--- config.mk ---
export PLATFORM = sky130hd
export DESIGN_NAME = asc_seq_ctrl
export DESIGN_NICKNAME = d
export VERILOG_FILES = /design/src/asc_pkg.sv /design/src/asc_seq_ctrl.sv
export SDC_FILE = /design/constraint.sdc
export NUM_CORES = 1
export LEC_CHECK = 0
export BUFFER_PORTS_ARGS = -buffer_cell sky130_fd_sc_hd__buf_2
export CAP_MARGIN = 20
export CORE_UTILIZATION = 50
export DETAILED_ROUTE_END_ITERATION = 7
export GPL_TIMING_DRIVEN = 0
export PLACE_DENSITY = 0.72
export SLEW_MARGIN = 20
export SYNTH_ARGS = -nofsm -noshare
export SYNTH_HDL_FRONTEND = slang
export SYNTH_SLANG_ARGS = --single-unit
--- constraint.sdc ---
create_clock -name clk -period 3.9 [get_ports clk]
set_clock_uncertainty 0.2 [all_clocks]
set_input_delay 0.39 -clock clk [delete_from_list [all_inputs] [get_ports clk]]
set_output_delay 0.39 -clock clk [all_outputs]
set_load 0.005 [all_outputs]
--- src/asc_pkg.sv ---
// package of constants and carrier types for the converter sequence control block
// =====================================================================
// Contract
// - resolution bit 10: zero gives 10-bit four channels, one gives 12-bit single
// - enable bit 15 runs the module; cleared holds it off
// - idle-stop bit 13 stops the module in idle, else it keeps running
// - build-order set: dma address equals the in-order stand-alone buffer address
// - build-order clear: dma address from input index and per-input buffer size
// - a dma request accompanies each setting of the converter interrupt flag
// - four-bit increment-rate field sets how often the dma pointer advances
// - 10-bit formats: integer, signed integer, fraction, signed fraction
// - 12-bit formats use same codes with inverted bit 11 as sign
// - trigger codes 001 pin edge, 010 timer compare, 011 pwm interval
// - code 111 internal counter converts, 000 software clear, 100-110 reserved
// - simultaneous bit samples four (1x) or two (01) channels together
// - in 12-bit mode the simultaneous bit reads zero
// - auto-sample set restarts sampling after each completed sequence, setting sample bit
// - sample bit samples while one; cleared by software or by the device
// - done bit set on finish; software writes only zero; no side effects
// - done bit cleared by device at start of each new conversion
// - bits 14, 11 and 4 ignore writes and read zero
// - field value n advances address or flags after every (n+1)th completed sequence
// - auto-convert samples for the five-bit sample-time field, 0 to 31 periods
package asc_pkg;
   // register offsets
   localparam logic [3:0] ASC_OFS_CON1 = 4'h0;
   localparam logic [3:0] ASC_OFS_CON2 = 4'h1;
   localparam logic [3:0] ASC_OFS_CON3 = 4'h2;
   localparam logic [3:0] ASC_OFS_CON4 = 4'h3;
   localparam logic [3:0] ASC_OFS_RES = 4'h4;
   localparam logic [3:0] ASC_OFS_STAT = 4'h5;
   // main control field positions
   localparam int ASC_B_EN = 15;
   localparam int ASC_B_IDLE = 13;
   localparam int ASC_B_DMABM = 12;
   localparam int ASC_B_RES = 10;
   localparam int ASC_B_FORM = 8;
   localparam int ASC_B_SSRC = 5;
   localparam int ASC_B_SIM = 3;
   localparam int ASC_B_AUTO_SAMPLE_START = 2;
   localparam int ASC_B_SAMPLE_ACTIVE = 1;
   localparam int ASC_B_DONE = 0;
   localparam logic [15:0] ASC_CON1_WMASK = 16'hb7ee;
   localparam logic [15:0] ASC_CON2_WMASK = 16'h033c;
   localparam logic [15:0] ASC_CON3_WMASK = 16'h1f00;
   localparam logic [15:0] ASC_CON4_WMASK = 16'h0007;
   localparam logic [15:0] ASC_REG_RESET = 16'h0000;
   // second/third control field positions
   localparam int ASC_B_CHPS = 8;
   localparam int ASC_B_SMPI = 2;
   localparam int ASC_B_SAMC = 8;
   // trigger source codes
   localparam logic [2:0] ASC_TRG_SW = 3'h0;
   localparam logic [2:0] ASC_TRG_PIN = 3'h1;
   localparam logic [2:0] ASC_TRG_TMR = 3'h2;
   localparam logic [2:0] ASC_TRG_PWM = 3'h3;
   localparam logic [2:0] ASC_TRG_AUTO = 3'h7;
   // sequencer states
   typedef enum logic [2:0] {
      ASC_ST_IDLE = 3'b001,
      ASC_ST_SAMPLE = 3'b010,
      ASC_ST_CONVERT = 3'b100
   } asc_state_t;
   // converter request and answer
   typedef struct packed {
      logic start;
      logic [1:0] channel;
   } asc_conv_req_t;
   typedef struct packed {
      logic done;
      logic [11:0] result;
   } asc_conv_ans_t;
   // dma request toward the channel
   typedef struct packed {
      logic req;
      logic [15:0] addr;
      logic [15:0] data;
   } asc_dma_t;
endpackage

--- src/asc_seq_ctrl.sv ---
// converter sequence control: registers, trigger, sequencing, formatting, dma addresses
`timescale 1ns/1ns
module asc_seq_ctrl
   import asc_pkg::*;
(
   // clock and reset
   input wire logic clk,
   input wire logic sys_rst,
   input wire logic clk_en,
   // register port
   input wire logic [3:0] reg_addr,
   input wire logic [15:0] reg_wdata,
   input wire logic reg_wr,
   input wire logic reg_rd,
   output logic [15:0] reg_rdata,
   // device state and trigger sources
   input wire logic cpu_idle,
   input wire logic external_irq_pin,
   input wire logic timer_compare,
   input wire logic motor_pwm_interval,
   input wire logic tad_tick,
   // analog converter
   output asc_conv_req_t conv_req,
   input wire asc_conv_ans_t conv_ans,
   // dma channel and flag
   output asc_dma_t dma_out,
   output logic converter_irq_flag
);
   // =====================================================================
   // registers
   logic [15:0] con1, con2, con3, con4;
   logic [15:0] result_word;
   logic [15:0] next_con1;
   asc_state_t state, next_state;
   logic [4:0] sample_cnt;
   logic [3:0] conv_count;
   logic [1:0] chan_idx;
   logic [15:0] dma_ptr;
   logic pin_s1, pin_s2, pin_prev;
   logic run, trig, start_conv, finish, rate_hit;
   logic sw_end;

   // 12-bit mode: simultaneous and channel count bits are unimplemented
   function automatic logic [15:0] view_con1(input logic [15:0] v);
      logic [15:0] r;
      r = v;
      if (v[ASC_B_RES])
         r[ASC_B_SIM] = 1'b0;
      return r;
   endfunction

   // result formatting for both resolutions
   function automatic logic [15:0] fmt(input logic [11:0] d, input logic [1:0] f,
                                       input logic hi);
      logic [15:0] r;
      r = 16'h0000;
      if (!hi) begin
         unique case (f)
            2'h0: r = {6'h00, d[9:0]};
            2'h1: r = {{6{~d[9]}}, ~d[9], d[8:0]};
            2'h2: r = {d[9:0], 6'h00};
            2'h3: r = {~d[9], d[8:0], 6'h00};
         endcase
      end else begin
         unique case (f)
            2'h0: r = {4'h0, d};
            2'h1: r = {{4{~d[11]}}, ~d[11], d[10:0]};
            2'h2: r = {d, 4'h0};
            2'h3: r = {~d[11], d[10:0], 4'h0};
         endcase
      end
      return r;
   endfunction

   // number of channels taken in one sequence, minus one
   function automatic logic [1:0] last_chan(input logic [15:0] c1, input logic [15:0] c2);
      logic [1:0] r;
      r = 2'h0;
      if (!c1[ASC_B_RES]) begin
         if (c2[ASC_B_CHPS+1])
            r = 2'h3;
         else if (c2[ASC_B_CHPS])
            r = 2'h1;
      end
      return r;
   endfunction

   // =====================================================================
   // pin synchroniser and trigger selection
   always_ff @(posedge clk or posedge sys_rst) begin
      if (sys_rst) begin
         pin_s1 <= 1'b0;
         pin_s2 <= 1'b0;
         pin_prev <= 1'b0;
      end else if (clk_en) begin
         pin_s1 <= external_irq_pin;
         pin_s2 <= pin_s1;
         pin_prev <= pin_s2;
      end
   end

   assign run = con1[ASC_B_EN] && !(con1[ASC_B_IDLE] && cpu_idle);
   assign sw_end = reg_wr && reg_addr == ASC_OFS_CON1 && !reg_wdata[ASC_B_SAMPLE_ACTIVE];

   always_comb begin
      trig = 1'b0;
      unique case (con1[ASC_B_SSRC +: 3])
         ASC_TRG_SW: trig = sw_end;
         ASC_TRG_PIN: trig = pin_s2 && !pin_prev;
         ASC_TRG_TMR: trig = timer_compare;
         ASC_TRG_PWM: trig = motor_pwm_interval;
         ASC_TRG_AUTO: trig = sample_cnt >= con3[ASC_B_SAMC +: 5];
         default: trig = 1'b0;
      endcase
   end

   assign start_conv = run && state == ASC_ST_SAMPLE && trig;
   assign finish = state == ASC_ST_CONVERT && conv_ans.done;
   assign rate_hit = finish && chan_idx == last_chan(con1, con2)
                     && conv_count == con2[ASC_B_SMPI +: 4];

   // =====================================================================
   // sequencer
   always_comb begin
      next_state = state;
      unique case (state)
         ASC_ST_IDLE:
            if (run && con1[ASC_B_SAMPLE_ACTIVE])
               next_state = ASC_ST_SAMPLE;
         ASC_ST_SAMPLE:
            if (!run)
               next_state = ASC_ST_IDLE;
            else if (start_conv)
               next_state = ASC_ST_CONVERT;
         ASC_ST_CONVERT:
            if (!con1[ASC_B_EN])
               next_state = ASC_ST_IDLE;
            else if (finish && chan_idx == last_chan(con1, con2))
               next_state = con1[ASC_B_AUTO_SAMPLE_START] ? ASC_ST_SAMPLE : ASC_ST_IDLE;
            else if (finish && con1[ASC_B_SIM])
               next_state = ASC_ST_CONVERT;
            else if (finish)
               next_state = ASC_ST_SAMPLE;
         default: next_state = ASC_ST_IDLE;
      endcase
   end

   always_ff @(posedge clk or posedge sys_rst) begin
      if (sys_rst)
         state <= ASC_ST_IDLE;
      else if (clk_en)
         state <= next_state;
   end

   // auto-convert sample timer counts conversion clock periods
   always_ff @(posedge clk or posedge sys_rst) begin
      if (sys_rst)
         sample_cnt <= 5'h00;
      else if (clk_en) begin
         if (state != ASC_ST_SAMPLE)
            sample_cnt <= 5'h00;
         else if (tad_tick && sample_cnt != 5'h1f)
            sample_cnt <= sample_cnt + 5'h01;
      end
   end

   // channel index within a sequence, completed-sequence count within a rate group
   always_ff @(posedge clk or posedge sys_rst) begin
      if (sys_rst) begin
         chan_idx <= 2'h0;
         conv_count <= 4'h0;
      end else if (clk_en) begin
         if (!con1[ASC_B_EN]) begin
            chan_idx <= 2'h0;
            conv_count <= 4'h0;
         end else if (finish) begin
            if (chan_idx == last_chan(con1, con2)) begin
               chan_idx <= 2'h0;
               conv_count <= rate_hit ? 4'h0 : conv_count + 4'h1;
            end else
               chan_idx <= chan_idx + 2'h1;
         end
      end
   end

   // =====================================================================
   // main control register with hardware set/clear of sample and done
   always_comb begin
      next_con1 = con1;
      if (reg_wr && reg_addr == ASC_OFS_CON1) begin
         next_con1 = (con1 & ~ASC_CON1_WMASK) | (reg_wdata & ASC_CON1_WMASK);
         if (!reg_wdata[ASC_B_DONE])
            next_con1[ASC_B_DONE] = 1'b0;
         if (con1[ASC_B_EN] && reg_wdata[ASC_B_RES] != con1[ASC_B_RES])
            next_con1[ASC_B_RES] = con1[ASC_B_RES];
      end
      if (start_conv) begin
         next_con1[ASC_B_SAMPLE_ACTIVE] = 1'b0;
         next_con1[ASC_B_DONE] = 1'b0;
      end
      if (finish && chan_idx == last_chan(con1, con2)) begin
         next_con1[ASC_B_DONE] = 1'b1;
         if (con1[ASC_B_AUTO_SAMPLE_START])
            next_con1[ASC_B_SAMPLE_ACTIVE] = 1'b1;
      end
   end

   always_ff @(posedge clk or posedge sys_rst) begin
      if (sys_rst)
         con1 <= ASC_REG_RESET;
      else if (clk_en)
         con1 <= next_con1;
   end

   always_ff @(posedge clk or posedge sys_rst) begin
      if (sys_rst) begin
         con2 <= ASC_REG_RESET;
         con3 <= ASC_REG_RESET;
         con4 <= ASC_REG_RESET;
      end else if (clk_en && reg_wr) begin
         if (reg_addr == ASC_OFS_CON2)
            con2 <= reg_wdata & ASC_CON2_WMASK;
         if (reg_addr == ASC_OFS_CON3)
            con3 <= reg_wdata & ASC_CON3_WMASK;
         if (reg_addr == ASC_OFS_CON4)
            con4 <= reg_wdata & ASC_CON4_WMASK;
      end
   end

   always_ff @(posedge clk or posedge sys_rst) begin
      if (sys_rst)
         reg_rdata <= 16'h0000;
      else if (clk_en) begin
         reg_rdata <= 16'h0000;
         if (reg_rd) begin
            unique case (reg_addr)
               ASC_OFS_CON1: reg_rdata <= view_con1(con1);
               ASC_OFS_CON2: reg_rdata <= con1[ASC_B_RES] ? con2 & 16'hfcff : con2;
               ASC_OFS_CON3: reg_rdata <= con3;
               ASC_OFS_CON4: reg_rdata <= con4;
               ASC_OFS_RES: reg_rdata <= result_word;
               ASC_OFS_STAT: reg_rdata <= {13'h0000, state};
               default: reg_rdata <= 16'h0000;
            endcase
         end
      end
   end

   // =====================================================================
   // converter start pulse and result capture
   always_ff @(posedge clk or posedge sys_rst) begin
      if (sys_rst)
         conv_req <= '0;
      else if (clk_en) begin
         conv_req.start <= start_conv || (finish && con1[ASC_B_SIM]
                           && chan_idx != last_chan(con1, con2));
         conv_req.channel <= start_conv ? chan_idx : chan_idx + 2'h1;
      end
   end

   always_ff @(posedge clk or posedge sys_rst) begin
      if (sys_rst)
         result_word <= 16'h0000;
      else if (clk_en && finish)
         result_word <= fmt(conv_ans.result, con1[ASC_B_FORM +: 2], con1[ASC_B_RES]);
   end

   // =====================================================================
   // dma address, request and interrupt flag
   always_ff @(posedge clk or posedge sys_rst) begin
      if (sys_rst)
         dma_ptr <= 16'h0000;
      else if (clk_en) begin
         if (!con1[ASC_B_EN])
            dma_ptr <= 16'h0000;
         else if (rate_hit)
            dma_ptr <= dma_ptr + 16'h0001;
      end
   end

   always_ff @(posedge clk or posedge sys_rst) begin
      if (sys_rst) begin
         dma_out <= '0;
         converter_irq_flag <= 1'b0;
      end else if (clk_en) begin
         dma_out.req <= finish;
         converter_irq_flag <= rate_hit;
         if (finish) begin
            dma_out.data <= fmt(conv_ans.result, con1[ASC_B_FORM +: 2], con1[ASC_B_RES]);
            if (con1[ASC_B_DMABM])
               dma_out.addr <= dma_ptr + {12'h000, 2'h0, chan_idx};
            else
               dma_out.addr <= ({14'h0000, chan_idx} << con4[2:0]) + dma_ptr;
         end
      end
   end

   // =====================================================================
   // checks
   done_sets_a: assert property (@(posedge clk) disable iff (sys_rst)
      clk_en && finish && chan_idx == last_chan(con1, con2) |=> con1[ASC_B_DONE])
      else $error("done not set after sequence");
   start_clears_a: assert property (@(posedge clk) disable iff (sys_rst)
      clk_en && start_conv |=> !con1[ASC_B_DONE] && !con1[ASC_B_SAMPLE_ACTIVE])
      else $error("start did not clear flags");
   unimpl_zero_a: assert property (@(posedge clk) disable iff (sys_rst)
      con1[14] == 1'b0 && con1[11] == 1'b0 && con1[4] == 1'b0)
      else $error("unimplemented bit set");
   off_idle_a: assert property (@(posedge clk) disable iff (sys_rst)
      clk_en && !con1[ASC_B_EN] |=> state == ASC_ST_IDLE)
      else $error("sequencer ran while off");
   auto_resample_a: assert property (@(posedge clk) disable iff (sys_rst)
      clk_en && finish && chan_idx == last_chan(con1, con2) && con1[ASC_B_AUTO_SAMPLE_START]
      && con1[ASC_B_EN] |=> con1[ASC_B_SAMPLE_ACTIVE])
      else $error("auto sample not restarted");
   res_locked_a: assert property (@(posedge clk) disable iff (sys_rst)
      clk_en && con1[ASC_B_EN] |=> $stable(con1[ASC_B_RES]))
      else $error("resolution changed while on");
   start_pulse_a: assert property (@(posedge clk) disable iff (sys_rst)
      clk_en && start_conv |=> conv_req.start)
      else $error("no converter start");
   dma_req_a: assert property (@(posedge clk) disable iff (sys_rst)
      clk_en && finish |=> dma_out.req)
      else $error("no dma request");
   sim_hidden_a: assert property (@(posedge clk) disable iff (sys_rst)
      clk_en && reg_rd && reg_addr == ASC_OFS_CON1 && con1[ASC_B_RES] |=> !reg_rdata[ASC_B_SIM])
      else $error("simultaneous bit visible in 12-bit mode");
   irq_rate_a: assert property (@(posedge clk) disable iff (sys_rst)
      clk_en && rate_hit |=> converter_irq_flag)
      else $error("no flag pulse at group end");
   ptr_step_a: assert property (@(posedge clk) disable iff (sys_rst)
      clk_en && rate_hit && con1[ASC_B_EN] |=> dma_ptr == $past(dma_ptr) + 16'h0001)
      else $error("dma pointer did not advance");
   done_keep_a: assert property (@(posedge clk) disable iff (sys_rst)
      clk_en && !con1[ASC_B_DONE] && !(finish && chan_idx == last_chan(con1, con2))
      |=> !con1[ASC_B_DONE])
      else $error("done set without a finished sequence");
   trig_reserved_a: assert property (@(posedge clk) disable iff (sys_rst)
      clk_en && con1[ASC_B_SSRC +: 3] inside {3'h4, 3'h5, 3'h6} |-> !start_conv)
      else $error("reserved trigger started a conversion");
   addr_order_a: assert property (@(posedge clk) disable iff (sys_rst)
      clk_en && finish && con1[ASC_B_DMABM]
      |=> dma_out.addr == $past(dma_ptr) + {14'h0000, $past(chan_idx)})
      else $error("in-order dma address wrong");
endmodule // asc_seq_ctrl

-- Word-level counts from Yosys, hierarchy flattened
Index checks and enable logic that the tools add are counted.
- register bits after elaboration: 132
- bits in latches: 0
- bits in writable memories: 0
- bits in read-only memories: 0
- bits of input ports: 43
- output and inout port bits: 53
- word-level logic and storage cells: 147
- memories: 0
- add/sub/neg operators: 6
- $mul: 0
- divide/modulo/power cells: 0
- magnitude comparators: 1
- eq/ne operators: 29
- shifts and indexed selects: 1
- multiplexer cells: 44
- bitwise logic cells: 4
- reduce and logical (&&, ||, !) cells: 39
- operator list (kind ; number):
    case mux 16 bit (4 select lines) ; 2
    case mux 16 bit (6 select lines) ; 1
    two-way mux 16 bit ; 5
    two-way mux 2 bit ; 16
    two-way mux 3 bit ; 7
    logical AND 1 bit ; 18
    AND reduction 2 bit ; 9
    adder 16 x 1 -> 16 bit (second input constant) ; 1
    adder 16 bit ; 1
    adder 16 x 2 -> 16 bit ; 1
    two-way mux 4 bit ; 4
    OR 15 x 16 -> 16 bit ; 1
    << shifter 2 x 3 -> 16 bit ; 1
    two-way mux 10 bit ; 1
    two-way mux 5 bit ; 2
    == test 3 x 2 -> 1 bit (second input constant) ; 3
    case mux 3 bit (3 select lines) ; 1
    == test 4 x 2 -> 1 bit (second input constant) ; 2
    == test 4 x 3 -> 1 bit (second input constant) ; 2
    == test 2 bit ; 3
    == test 3 x 1 -> 1 bit (second input constant) ; 2
    == test 3 bit (second input constant) ; 2
    != test 2 x 1 -> 1 bit (second input constant) ; 3
    AND reduction 3 bit ; 2
    other kinds (26) ; 34

-- Longest topological paths before layout
Gate-level depths: netlist (run 1).
- depth after elaboration: 10
- depth in mapped cells: 12
- mapped depth without buffers: 12

-- Worst setup path before layout (run 1)
No wires, ideal clock.
- kind: reg-to-reg
- from: reg chan_idx[1]
- to: reg dma_out[30] (netlist bit)
- library setup time: 133 ps
- data arrival time: 2379 ps
- required time: 3567 ps
- path slack: 1188 ps
- cell stages (with the launch flop): 13
- path buffers: 1
- period minus slack after synthesis: 2712 ps
- cell sequence: dfrtp_1 > clkbuf_1 > inv_1 > nor3_1 > a31oi_1 > nor3_1 > ha_1 > a211oi_1 > o21ai_0 > a31oi_1 > nor2_1 > xnor2_1 > o21ai_0
- longest elaborated chain between the ends: 3
- elaborated cells between the ends (all ways): 4
- those cells by class: add/sub: 2; shift: 1; mux: 1
- RTL lines (element ; line ; text):
    start, declared ; asc_seq_ctrl.sv:37 ; logic [1:0] chan_idx;
    start signal, assigned ; asc_seq_ctrl.sv:181 ; chan_idx <= chan_idx + 2'h1;
    << shifter 2 x 3 -> 16 bit ; asc_seq_ctrl.sv:293 ; dma_out.addr <= ({14'h0000, chan_idx} << con4[2:0]) + dma_ptr;
    adder 16 bit ; asc_seq_ctrl.sv:293 ;
    two-way mux 16 bit * ; asc_seq_ctrl.sv:290 ; if (con1[ASC_B_DMABM])
    end, declared ; asc_seq_ctrl.sv:26 ; output asc_dma_t dma_out,
Every way passes the cells marked *; elsewhere a longest branch is shown, timed or not.
A chain may end at the register's enable or synchronous reset.

-- Worst setup path in the final report (run 1)
Ends and elaborated chain as after synthesis.

==> results of run 1 <==
## through the flow
step / util [%] / TNS, ns / cells / cell area (sq um)
global placement: 57.1 / -103.57 / 900 / 6890
detailed placement: 57.4 / 0 / 901 / 6920
CTS: 63.2 / 0 / 941 / 7620
global route: 63.2 / 0 / 941 / 7620
floorplan: - / 0 / 639 / 6210
finish: 63.2 / 0 / 941 / 7620
## sequential cells by signal, indices dropped and copies added, names as in the netlist
| name | flops |
|---|---|
| pin_prev | 1 |
| sample_cnt | 5 |
| dma_ptr | 16 |
| dma_out | 17 |
| result_word | 16 |
| converter_irq_flag | 1 |
| conv_req | 3 |
| con3 | 5 |
| chan_idx | 2 |
| pin_s2 | 1 |
| con2 | 6 |
| conv_count | 4 |
| con4 | 3 |
| state | 3 |
| pin_s1 | 1 |
| reg_rdata | 16 |
| con1 | 13 |
## synthesized netlist by cell type, types with 2 or more instances
master	count
nor4_1	3
o21a_1	2
o211ai_1	3
o2bb2ai_1	13
inv_1	19
a22oi_1	9
xor2_1	11
a31oi_1	10
xnor2_1	19
and3_1	12
a22o_1	6
nor2b_1	9
mux2i_1	7
nor3b_1	3
or3_1	5
mux2_2	31
o21ai_0	58
a222oi_1	6
clkbuf_1	28
nand2b_1	13
nand3_1	15
a221oi_1	5
nor2_1	45
ha_1	18
nand2_1	65
dfrtp_1	112
nand3b_1	3
a211oi_1	9
nand4_1	7
buf_1	2
a21o_1	11
a21oi_1	32
nor3_1	11
a221o_1	2
buf_2	4
## repair_timing
item	4_1_cts	5_1_grt
hold buffers	8	0
hold endpoints to repair	39	0
setup endpoints to repair	0	0
## logic make-up after synthesis
kind of cell,count (synthesis),synth area share (%)
AOI/OAI and AO/OA,177,18.9
xor gates and xnor gates,30,4.23
adders and majority gates,19,3.95
buffers and inverters,55,3.52
DFF,113,45.5
muxes,38,6.75
and+or+nand+nor,207,17.1
## layer usage
| layer | share of wire [%] | wire length, microns |
|---|---|---|
| met1 | 41 | 7000 |
| met2 | 50 | 8600 |
| met3 | 6.0 | 1030 |
| met4 | 3.7 | 647 |
| met5 | 0 | 0 |
## report_power, final
group	total [mW]	internal, mW	switching (mW)	leakage (nW)
logic	0.490	0.205	0.285	1.76
clock network	1.63	1.06	0.567	0.294
registers	1.35	1.25	0.0948	1.52
## worst max-delay path: cells and delay by family, from the launching register on
kind | cells | cell delay (ns)
DFF | 1 | 0.32
xor gates and xnor gates | 1 | 0.15
AOI/OAI and AO/OA | 5 | 1.08
adders and majority gates | 1 | 0.31
buffers and inverters | 2 | 0.54
and+or+nand+nor | 3 | 0.49
## layout make-up
class,count,area [sq um],share of cell area [%]
Tap cell,168,210,2.76
Buffer,35,144,1.89
Sequential cell,113,2830,37.1
Multi-Input combinational cell,471,3170,41.5
Clock buffer,17,425,5.58
Inverter,20,80.1,1.05
Timing Repair Buffer,102,573,7.52
Clock inverter,15,193,2.53
## cells in the final DEF, fill, tap and decap left out, types with 3 or more instances in the layout
cell type / instances
dfrtp_1: 112
buf_2: 97
nand2_1: 65
o21ai_0: 58
nor2_1: 45
a21oi_1: 32
mux2_2: 31
clkbuf_1: 28
xnor2_1: 19
inv_1: 18
ha_1: 18
clkbuf_16: 17
nand3_1: 15
o2bb2ai_1: 13
nand2b_1: 13
and3_1: 12
a21o_1: 11
xor2_1: 11
nor3_1: 11
a31oi_1: 10
a22oi_1: 9
nor2b_1: 9
a211oi_1: 9
dlygate4sd3_1: 8
nand4_1: 7
mux2i_1: 7
a222oi_1: 6
a22o_1: 6
or3_1: 5
a221oi_1: 5
clkinv_2: 5
bufinv_16: 4
clkinvlp_4: 4
nor3b_1: 3
o211ai_1: 3
nor4_1: 3
nand3b_1: 3
## how the worst max path moves through the flow
stage	start	end	cells after the start
detailed placement	chan_idx[1]	dma_out[28]	12
floorplan	sys_rst	chan_idx[0]	1
global placement	sys_rst	conv_req[0]	2
global route	chan_idx[1]	dma_out[30]	12
finish	chan_idx[1]	dma_out[30]	12
CTS	chan_idx[1]	dma_out[30]	12
==> impl_results.md, run 1 <==
- Status: finished, final reports clean
- F_max: 0.310 GHz
- CP max FO: 9
- Pre-CTS setup slack: 0.686 ns
- Yosys warning count: 0
- Final setup fails: 0
- Die Y-Extent: roughly 110 microns
- Worst Path Arrival: between 3 and 4 ns
- Detailed Route Iter0 Violations: 419
- Area share of the largest cell type after synthesis: 45.1%
- DRT Wirelength: 17.3 mm
- Clock buffer count from CTS: 17
- Number of synthesized register bits: 113
- Worst slew pin tran: around 0.94 ns
- Hold Crit Start: external_irq_pin
- Worst-path clk slew: approximately 0.050 ns
- PortBufs: 93
- Worst relative slew slack: 36.7%
- DP HPWL: 12.6 mm
- Post-CTS Setup Bufs: 0
- Unrepaired setup endpoints after global routing: false
- Met2 usage: 47.7%
- Max VDD drop: 0.412 mV
- Power Dens Cells: 455 nW/um^2
- Later-pin clock latency in the skew report: ~0.42 ns
- Tcrit/Tclk final: between 80% and 90%
- # resized after CTS: 0
- Reg2Reg Launch Point: chan_idx[1]
- Post-DRT Antenna Nets: 0
- Row count: 40
- NumNets Final: 822
- CTS tree: done
- Post-Syn Area: slightly above 6000 sq um
- EDFF count, synth: 0
- Final hold viol count: 0
- First-pass GRT wire length: 28.1 mm
- Netlist cell types: 66
- Clock Sink Count: 113
- Critical path, cell by cell: clkbuf_1 > inv_1 > nor3_1 > a31oi_1 > nor3_1 > ha_1 > a211oi_1 > o21ai_0 > a31oi_1 > nor2_1 > xnor2_1 > o21ai_0
- Crit start category: register
- Reg2Reg Capture Point: dma_out[30]
- Most Used Layer, Global Route: met2
- Top cells by area, synth: dfrtp_1, mux2_2, o21ai_0, nand2_1, ha_1
- Leak: 3.57 nW
- Final max-slew violation count: 0
- Syn_area_per_cell: 9.72 sq um
- Worst min path class: in -> reg
- Area growth, synth to finish: 22.6%
- Post-synthesis sequential area ratio: 45.5%
- Ports: 96
- Largest net degree at the start of global routing: 82
- Crit Path Class: reg -> reg
- FF-to-FF path depth: 12
- Syn nets: 701
- Max stage delay on crit path: 0.38 ns
- Hold Path Depth: 2
- Htree depth: 4
- Grt met1 use: roughly a third
- Total chip power: roughly 3.5 mW
- GPL Wtd Cong: 0.907
- Initial antenna violation count: 0
- DRC: 0
- Mapped Cells: 639
- Clock Tree Root: clkbuf_16
- Clock tree buffer depth: 2
- Die footprint: around 13000 sq um
- Ant diodes: 0
- Fillers: approximately 1.0k
- Initial Util: 51.5%
- Routed vias: 5550
- Ys async rst share: 100%
- Ys flop type: dfrtp_1
- WHS Endpoint: pin_s1
- Layout cells sized above 1: 22.8%
- Grt met3 use: 6.38%
- Vias in the first global route: 5585
- CP required: 3.99 ns
- CP max-delay cell: a31oi_1
- Core area: 12100 sq um
- Gr usage total: 28.8%
- DRT Pass-1 Iters: 5
- Wire per inst: between 15 and 20 microns
- FF-to-FF setup slack: roughly 0.68 ns
- Gr ovfl total: 0
- Die Span X: 113 microns
- Vias per cell: around 5.9
- WHS: 0.0109 ns
- Final worst slack: 0.678 ns
- Minimum clock period: 3.22 ns
- Max Cap Viol: 0
- Critical path capture point type: register
- Top cell type by total area after synthesis: dfrtp_1
Note: power is estimated with default switching activity, not from simulation.
==> run 2: changes to the inputs <==
- clock period: 3.9 -> 3.4 ns (I/O delays scaled with it)
==> impl_results.md, run 2 (synthesized netlist as in run 1, its figures left out) <==
- DRT Pass-1 Iters: 5
- Largest net degree at the start of global routing: 36
- Minimum clock period: 3.13 ns
- Gr usage total: 28.4%
- Setup TNS: 0 ns
- Share of total power in the clock network: a little under half
- Fillers: 981
- F_max: between 0.3 and 0.4 GHz
- Worst min path class: in -> reg
- Final setup fails: 0
- Worst Path Arrival: 3.22 ns
- Row count: 40
- CP max FO: 10
- Internal power: 2.94 mW
- NumNets Final: about 830
- Later-pin clock latency in the skew report: about 0.42 ns
- Clock buffer count from CTS: 17
- Post-CTS Setup Bufs: 0
- Combinational fraction of design power: 14.2%
- Die Y-Extent: approximately 110 microns
- Tcrit/Tclk final: 92.1%
- Layout cells sized above 1: 22.5%
- Detailed Route Iter0 Violations: 408
- Max Cap Viol: 0
- Htree depth: 4
- Die footprint: approximately 13000 sq um
- Worst relative slew slack: 37.4%
- Ports: 96
- Core area: 12100 sq um
- DRC: 0
- DRT Wirelength: 17.5 mm
- NetSw: 1.06 mW
- FF-to-FF setup slack: about 0.27 ns
- Seq pwr share: just under 40%
- Clock Tree Root: clkbuf_16
- Most common cell after layout, fill and taps aside: dfrtp_1
- Die Span X: 113 microns
- WHS: 0.00666 ns
- Crit start category: register
- PortBufs: 93
- Top reg by flops: dma_out
- CP required: 3.49 ns
- Sw Share: 26.5%
- Critical path capture point type: register
- Area growth, synth to finish: 25.1%
- Vias in the first global route: around 5.5k
- Crit Path Class: reg -> reg
- GPL Wtd Cong: 0.900
- Routed vias: 5549
- Wire per inst: 18.3 microns
- First-pass GRT wire length: 27.6 mm
- Max reg flops: 17
- Most frequent cells in the layout: dfrtp_1, buf_2, nand2_1
- CTS tree: done
- Final hold viol count: 0
- Initial antenna violation count: 0
- Leak: roughly 3.6 nW
- DP HPWL: 12.8 mm
- Worst-path clk slew: about 0.050 ns
- Post-DRT Antenna Nets: 0
- Initial Util: 51.5%
- Max VDD drop: roughly 0.36 mV
- Clock Sink Count: 113
- Vias per cell: 5.82
- Gr ovfl total: 0
- Worst slew pin tran: 0.936 ns
- Clock tree buffer depth: 2
- Final max-slew violation count: 0
- Status: finished, final reports clean
- Unrepaired setup endpoints after global routing: false
- Power Dens Cells: 514 nW/um^2
-- run 2: worst paths after layout --
kind | start | end | cells after the start
worst max-delay path | con4[1] | dma_out[28] | 11
worst min-delay path | conv_ans[2] | result_word[2] | 3
worst max register to register | con4[1] | dma_out[28] | 11
worst min register to register | dma_out[30] | dma_out[30] | 2
max in group asynchronous | sys_rst | state[0] | 5
min in group asynchronous | sys_rst | result_word[4] | 3
-- run 2: power by group through the flow --
| stage | clock [mW] | combinational [mW] | sequential (mW) |
|---|---|---|---|
| final | 1.88 | 0.566 | 1.55 |
| after global routing | 1.95 | 0.620 | 1.56 |
| after CTS | 1.89 | 0.569 | 1.54 |
| after detailed placement | 0 | 0.547 | 1.56 |
| after global placement | 0 | 0.519 | 1.56 |
| after floorplan | 0 | 0.394 | 1.52 |
-- run 2: through the flow --
step                      util [%]  total power, mW  cells  instance area [sq um]  worst slack [ns]
after floorplan                  -             1.91    639                   6220             0.688
after global placement        57.1             2.08    900                   6890             0.238
after detailed placement      57.6             2.11    903                   6950             0.159
after CTS                     64.5             4.00    955                   7770             0.125
after global routing          64.4             4.13    953                   7770            0.0320
final                         64.5             4.00    954                   7770             0.269
-- run 2: repair_timing --
item / in CTS / in global routing
endpoints found under the setup margin: 0 / 7
resized for setup: 0 / 2
hold buffers: 20 / 0
endpoints found under the hold margin: 49 / 0
-- run 2: cell type report --
class / count / area, sq um / share of cell area, %
Buffer: 33 / 136 / 1.75
Antenna cell: 1 / 2.50 / 0.0322
Multi-Input combinational cell: 471 / 3170 / 40.8
Inverter: 20 / 78.8 / 1.01
Clock inverter: 11 / 160 / 2.06
Sequential cell: 113 / 2830 / 36.4
Timing Repair Buffer: 116 / 726 / 9.33
Tap cell: 168 / 210 / 2.70
Clock buffer: 21 / 460 / 5.92
-- run 2: worst max-delay path, stage by stage (launching register included) --
cell and delay [ns]:
dfrtp_1 0.32, clkbuf_1 0.35, nor3_1 0.09, o21a_1 0.18, ha_1 0.23, fa_1 0.44
a211oi_1 0.30, o21ai_0 0.21, a31oi_2 0.33, nor2_1 0.11, xnor2_1 0.15, o21ai_0 0.09
-- run 2: routing by layer --
layer	wire length, microns	GRT usage, %	up-vias
met5	0	0	-
met4	522	13.3	0
met3	1090	7.01	43
met2	8740	47.8	215
met1	7160	34.3	2709
li1	-	-	2582
==> run 3: changes to the inputs <==
==> constraint.sdc (replaced) <==
create_clock -name clk -period 3.4 [get_ports clk]
set_clock_uncertainty 0.2 [all_clocks]
set_input_delay 0.68 -clock clk [delete_from_list [all_inputs] [get_ports clk]]
set_output_delay 0.68 -clock clk [all_outputs]
set_load 0.005 [all_outputs]
==> impl_results.md, run 3 (synthesized netlist as in run 1, its figures left out) <==
- FF-to-FF path depth: 10
- Final setup fails: 0
- Worst relative slew slack: between 30 and 40%
- Max stage delay on crit path: about 0.47 ns
- Crit Path Class: reg -> reg
- Initial antenna violation count: 0
- Setup TNS: 0 ns
- Cts hold-fix bufs: 0
- CP max FO: 9
- Top reg by flops: dma_out
- Fillers: about 1k
- WP buf/inv: 1
- Routed vias: between 5k and 6k
- Footprint of the multi-input gates: 3170 sq um
- Total chip power: just under 4 mW
- Worst Path Arrival: 3.26 ns
- Die Span X: 113 microns
- Most frequent cells in the layout: dfrtp_1, buf_2, nand2_1
- Highest metal used: met4
- Clock tree buffer depth: 2
- PortBufs: 93
- GPL Wtd Cong: 0.900
- NumNets Final: between 800 and 900
- Max Cap Viol: 0
- Fin area: 7570 sq um
- Ports: 96
- Crit start category: register
- CTS tree: done
- Post-DRT Antenna Nets: 0
- F_max: 0.315 GHz
- Worst slew pin tran: 0.960 ns
- FF-to-FF setup slack: about 0.23 ns
- Wire per inst: 18.4 microns
- FF+latch area: between 2000 and 3000 sq um
- Max VDD drop: 0.353 mV
- DR WL met2: around 8.7 mm
- Final std cells w/o fill: 933
- DRT Pass-1 Iters: 5
- Reg2Reg Capture Point: dma_out[28]
- Vias per cell: about 6
- Clock buffer count from CTS: 17
- Later-pin clock latency in the skew report: around 0.42 ns
- Core area: 12100 sq um
- Power Dens Cells: 524 nW/um^2
- Vias in the first global route: approximately 5.4k
- Die Y-Extent: 113 microns
- Initial Util: 51.5%
- Clock Tree Root: clkbuf_16
- Leak: between 3 and 4 nW
- Layout cells sized above 1: 23.2%
- Die footprint: between 10000 and 15000 sq um
- DRT Wirelength: 17.2 mm
- Gr ovfl total: 0
- Delay-heaviest family, CP: compound AO/OA/AOI/OAI gates
- Final hold viol count: 0
- Max reg flops: 17
- Worst-path clk slew: ~0.05 ns
- DP HPWL: 12.8 mm
- DRC: 0
- Status: finished, final reports clean
- CP required: between 3 and 4 ns
- Inst Count DP: between 900 and 1k
- Detailed Route Iter0 Violations: 483
- Met3 wire len: roughly 1.1 mm
- Gr usage total: 27.9%
- Area after DPL: between 6000 and 7000 sq um
- Htree depth: 4
- Unrepaired setup endpoints after global routing: false
- CP dominant cell by count: o21ai_0
- WHS: 0.106 ns
- WL met1: 7.00 mm
- Clock Sink Count: ~110
- Critical path capture point type: register
- Worst min path class: in -> async
- Tcrit/Tclk final: 93.3%
- Final Util: 62.7%
- First-pass GRT wire length: 27.1 mm
- Reg2Reg Launch Point: con1[12]
- Area growth, synth to finish: 21.8%
- Largest net degree at the start of global routing: 36
- CP max-delay cell: fa_1
- Row count: 40
- Pre-CTS setup slack: 0.0730 ns
- Critical path, cell by cell: clkbuf_1 > o21ai_0 > a22o_1 > fa_1 > a211oi_1 > o21ai_0 > a31oi_1 > nor2_1 > xnor2_1 > o21ai_0
- Most common cell after layout, fill and taps aside: dfrtp_1
- Minimum clock period: roughly 3.2 ns
- Final worst slack: 0.229 ns
- Final max-slew violation count: 0
[run 3: worst max path at each step]
stage,start,end,slack (ns),cells past startpoint
detailed placement,clk_en,dma_ptr[2],0.07,6
global placement,clk_en,dma_ptr[15],0.15,6
CTS,chan_idx[1],dma_out[31],0.13,12
global route,con1[12],dma_out[30],0.03,10
floorplan,chan_idx[1],dma_out[30],0.69,12
finish,con1[12],dma_out[28],0.23,10
[run 3: layer usage]
metal	track usage, %	vias to the layer above
li1	-	2547
met5	0	-
met1	34.0	2689
met3	6.85	34
met4	11.9	0
met2	47.0	224
[run 3: final cells by class]
class	count	area share [%]
repair buffers	96	6.95
diodes	1	0.0331
plain buffers	32	1.77
inverters	20	1.04
flip-flops and latches	113	37.4
clock buffers	21	6.09
multi-input cells	471	41.8
clock inverters	11	2.12
well taps	168	2.78
[run 3: repair_timing]
item | 4_1_cts | 5_1_grt
buffers inserted | 0 | 0
setup endpoints to repair | 0 | 7
gates resized for setup | 0 | 1
[run 3: report_power, final]
group	total [mW]	internal (mW)	leakage [nW]	switching, mW
Clock	1.87	1.26	0.303	0.617
Sequential	1.56	1.44	1.52	0.119
Combinational	0.540	0.229	1.74	0.310
Total	3.97	2.92	3.56	1.05
[run 3: worst register-to-register path, stage by stage, from the launching register on]
cell      delay, ns
dfrtp_1        0.32
clkbuf_1       0.34
o21ai_0        0.16
a22o_1         0.26
fa_1           0.47
a211oi_1       0.31
o21ai_0        0.19
a31oi_1        0.40
nor2_1         0.13
xnor2_1        0.16
o21ai_0        0.09
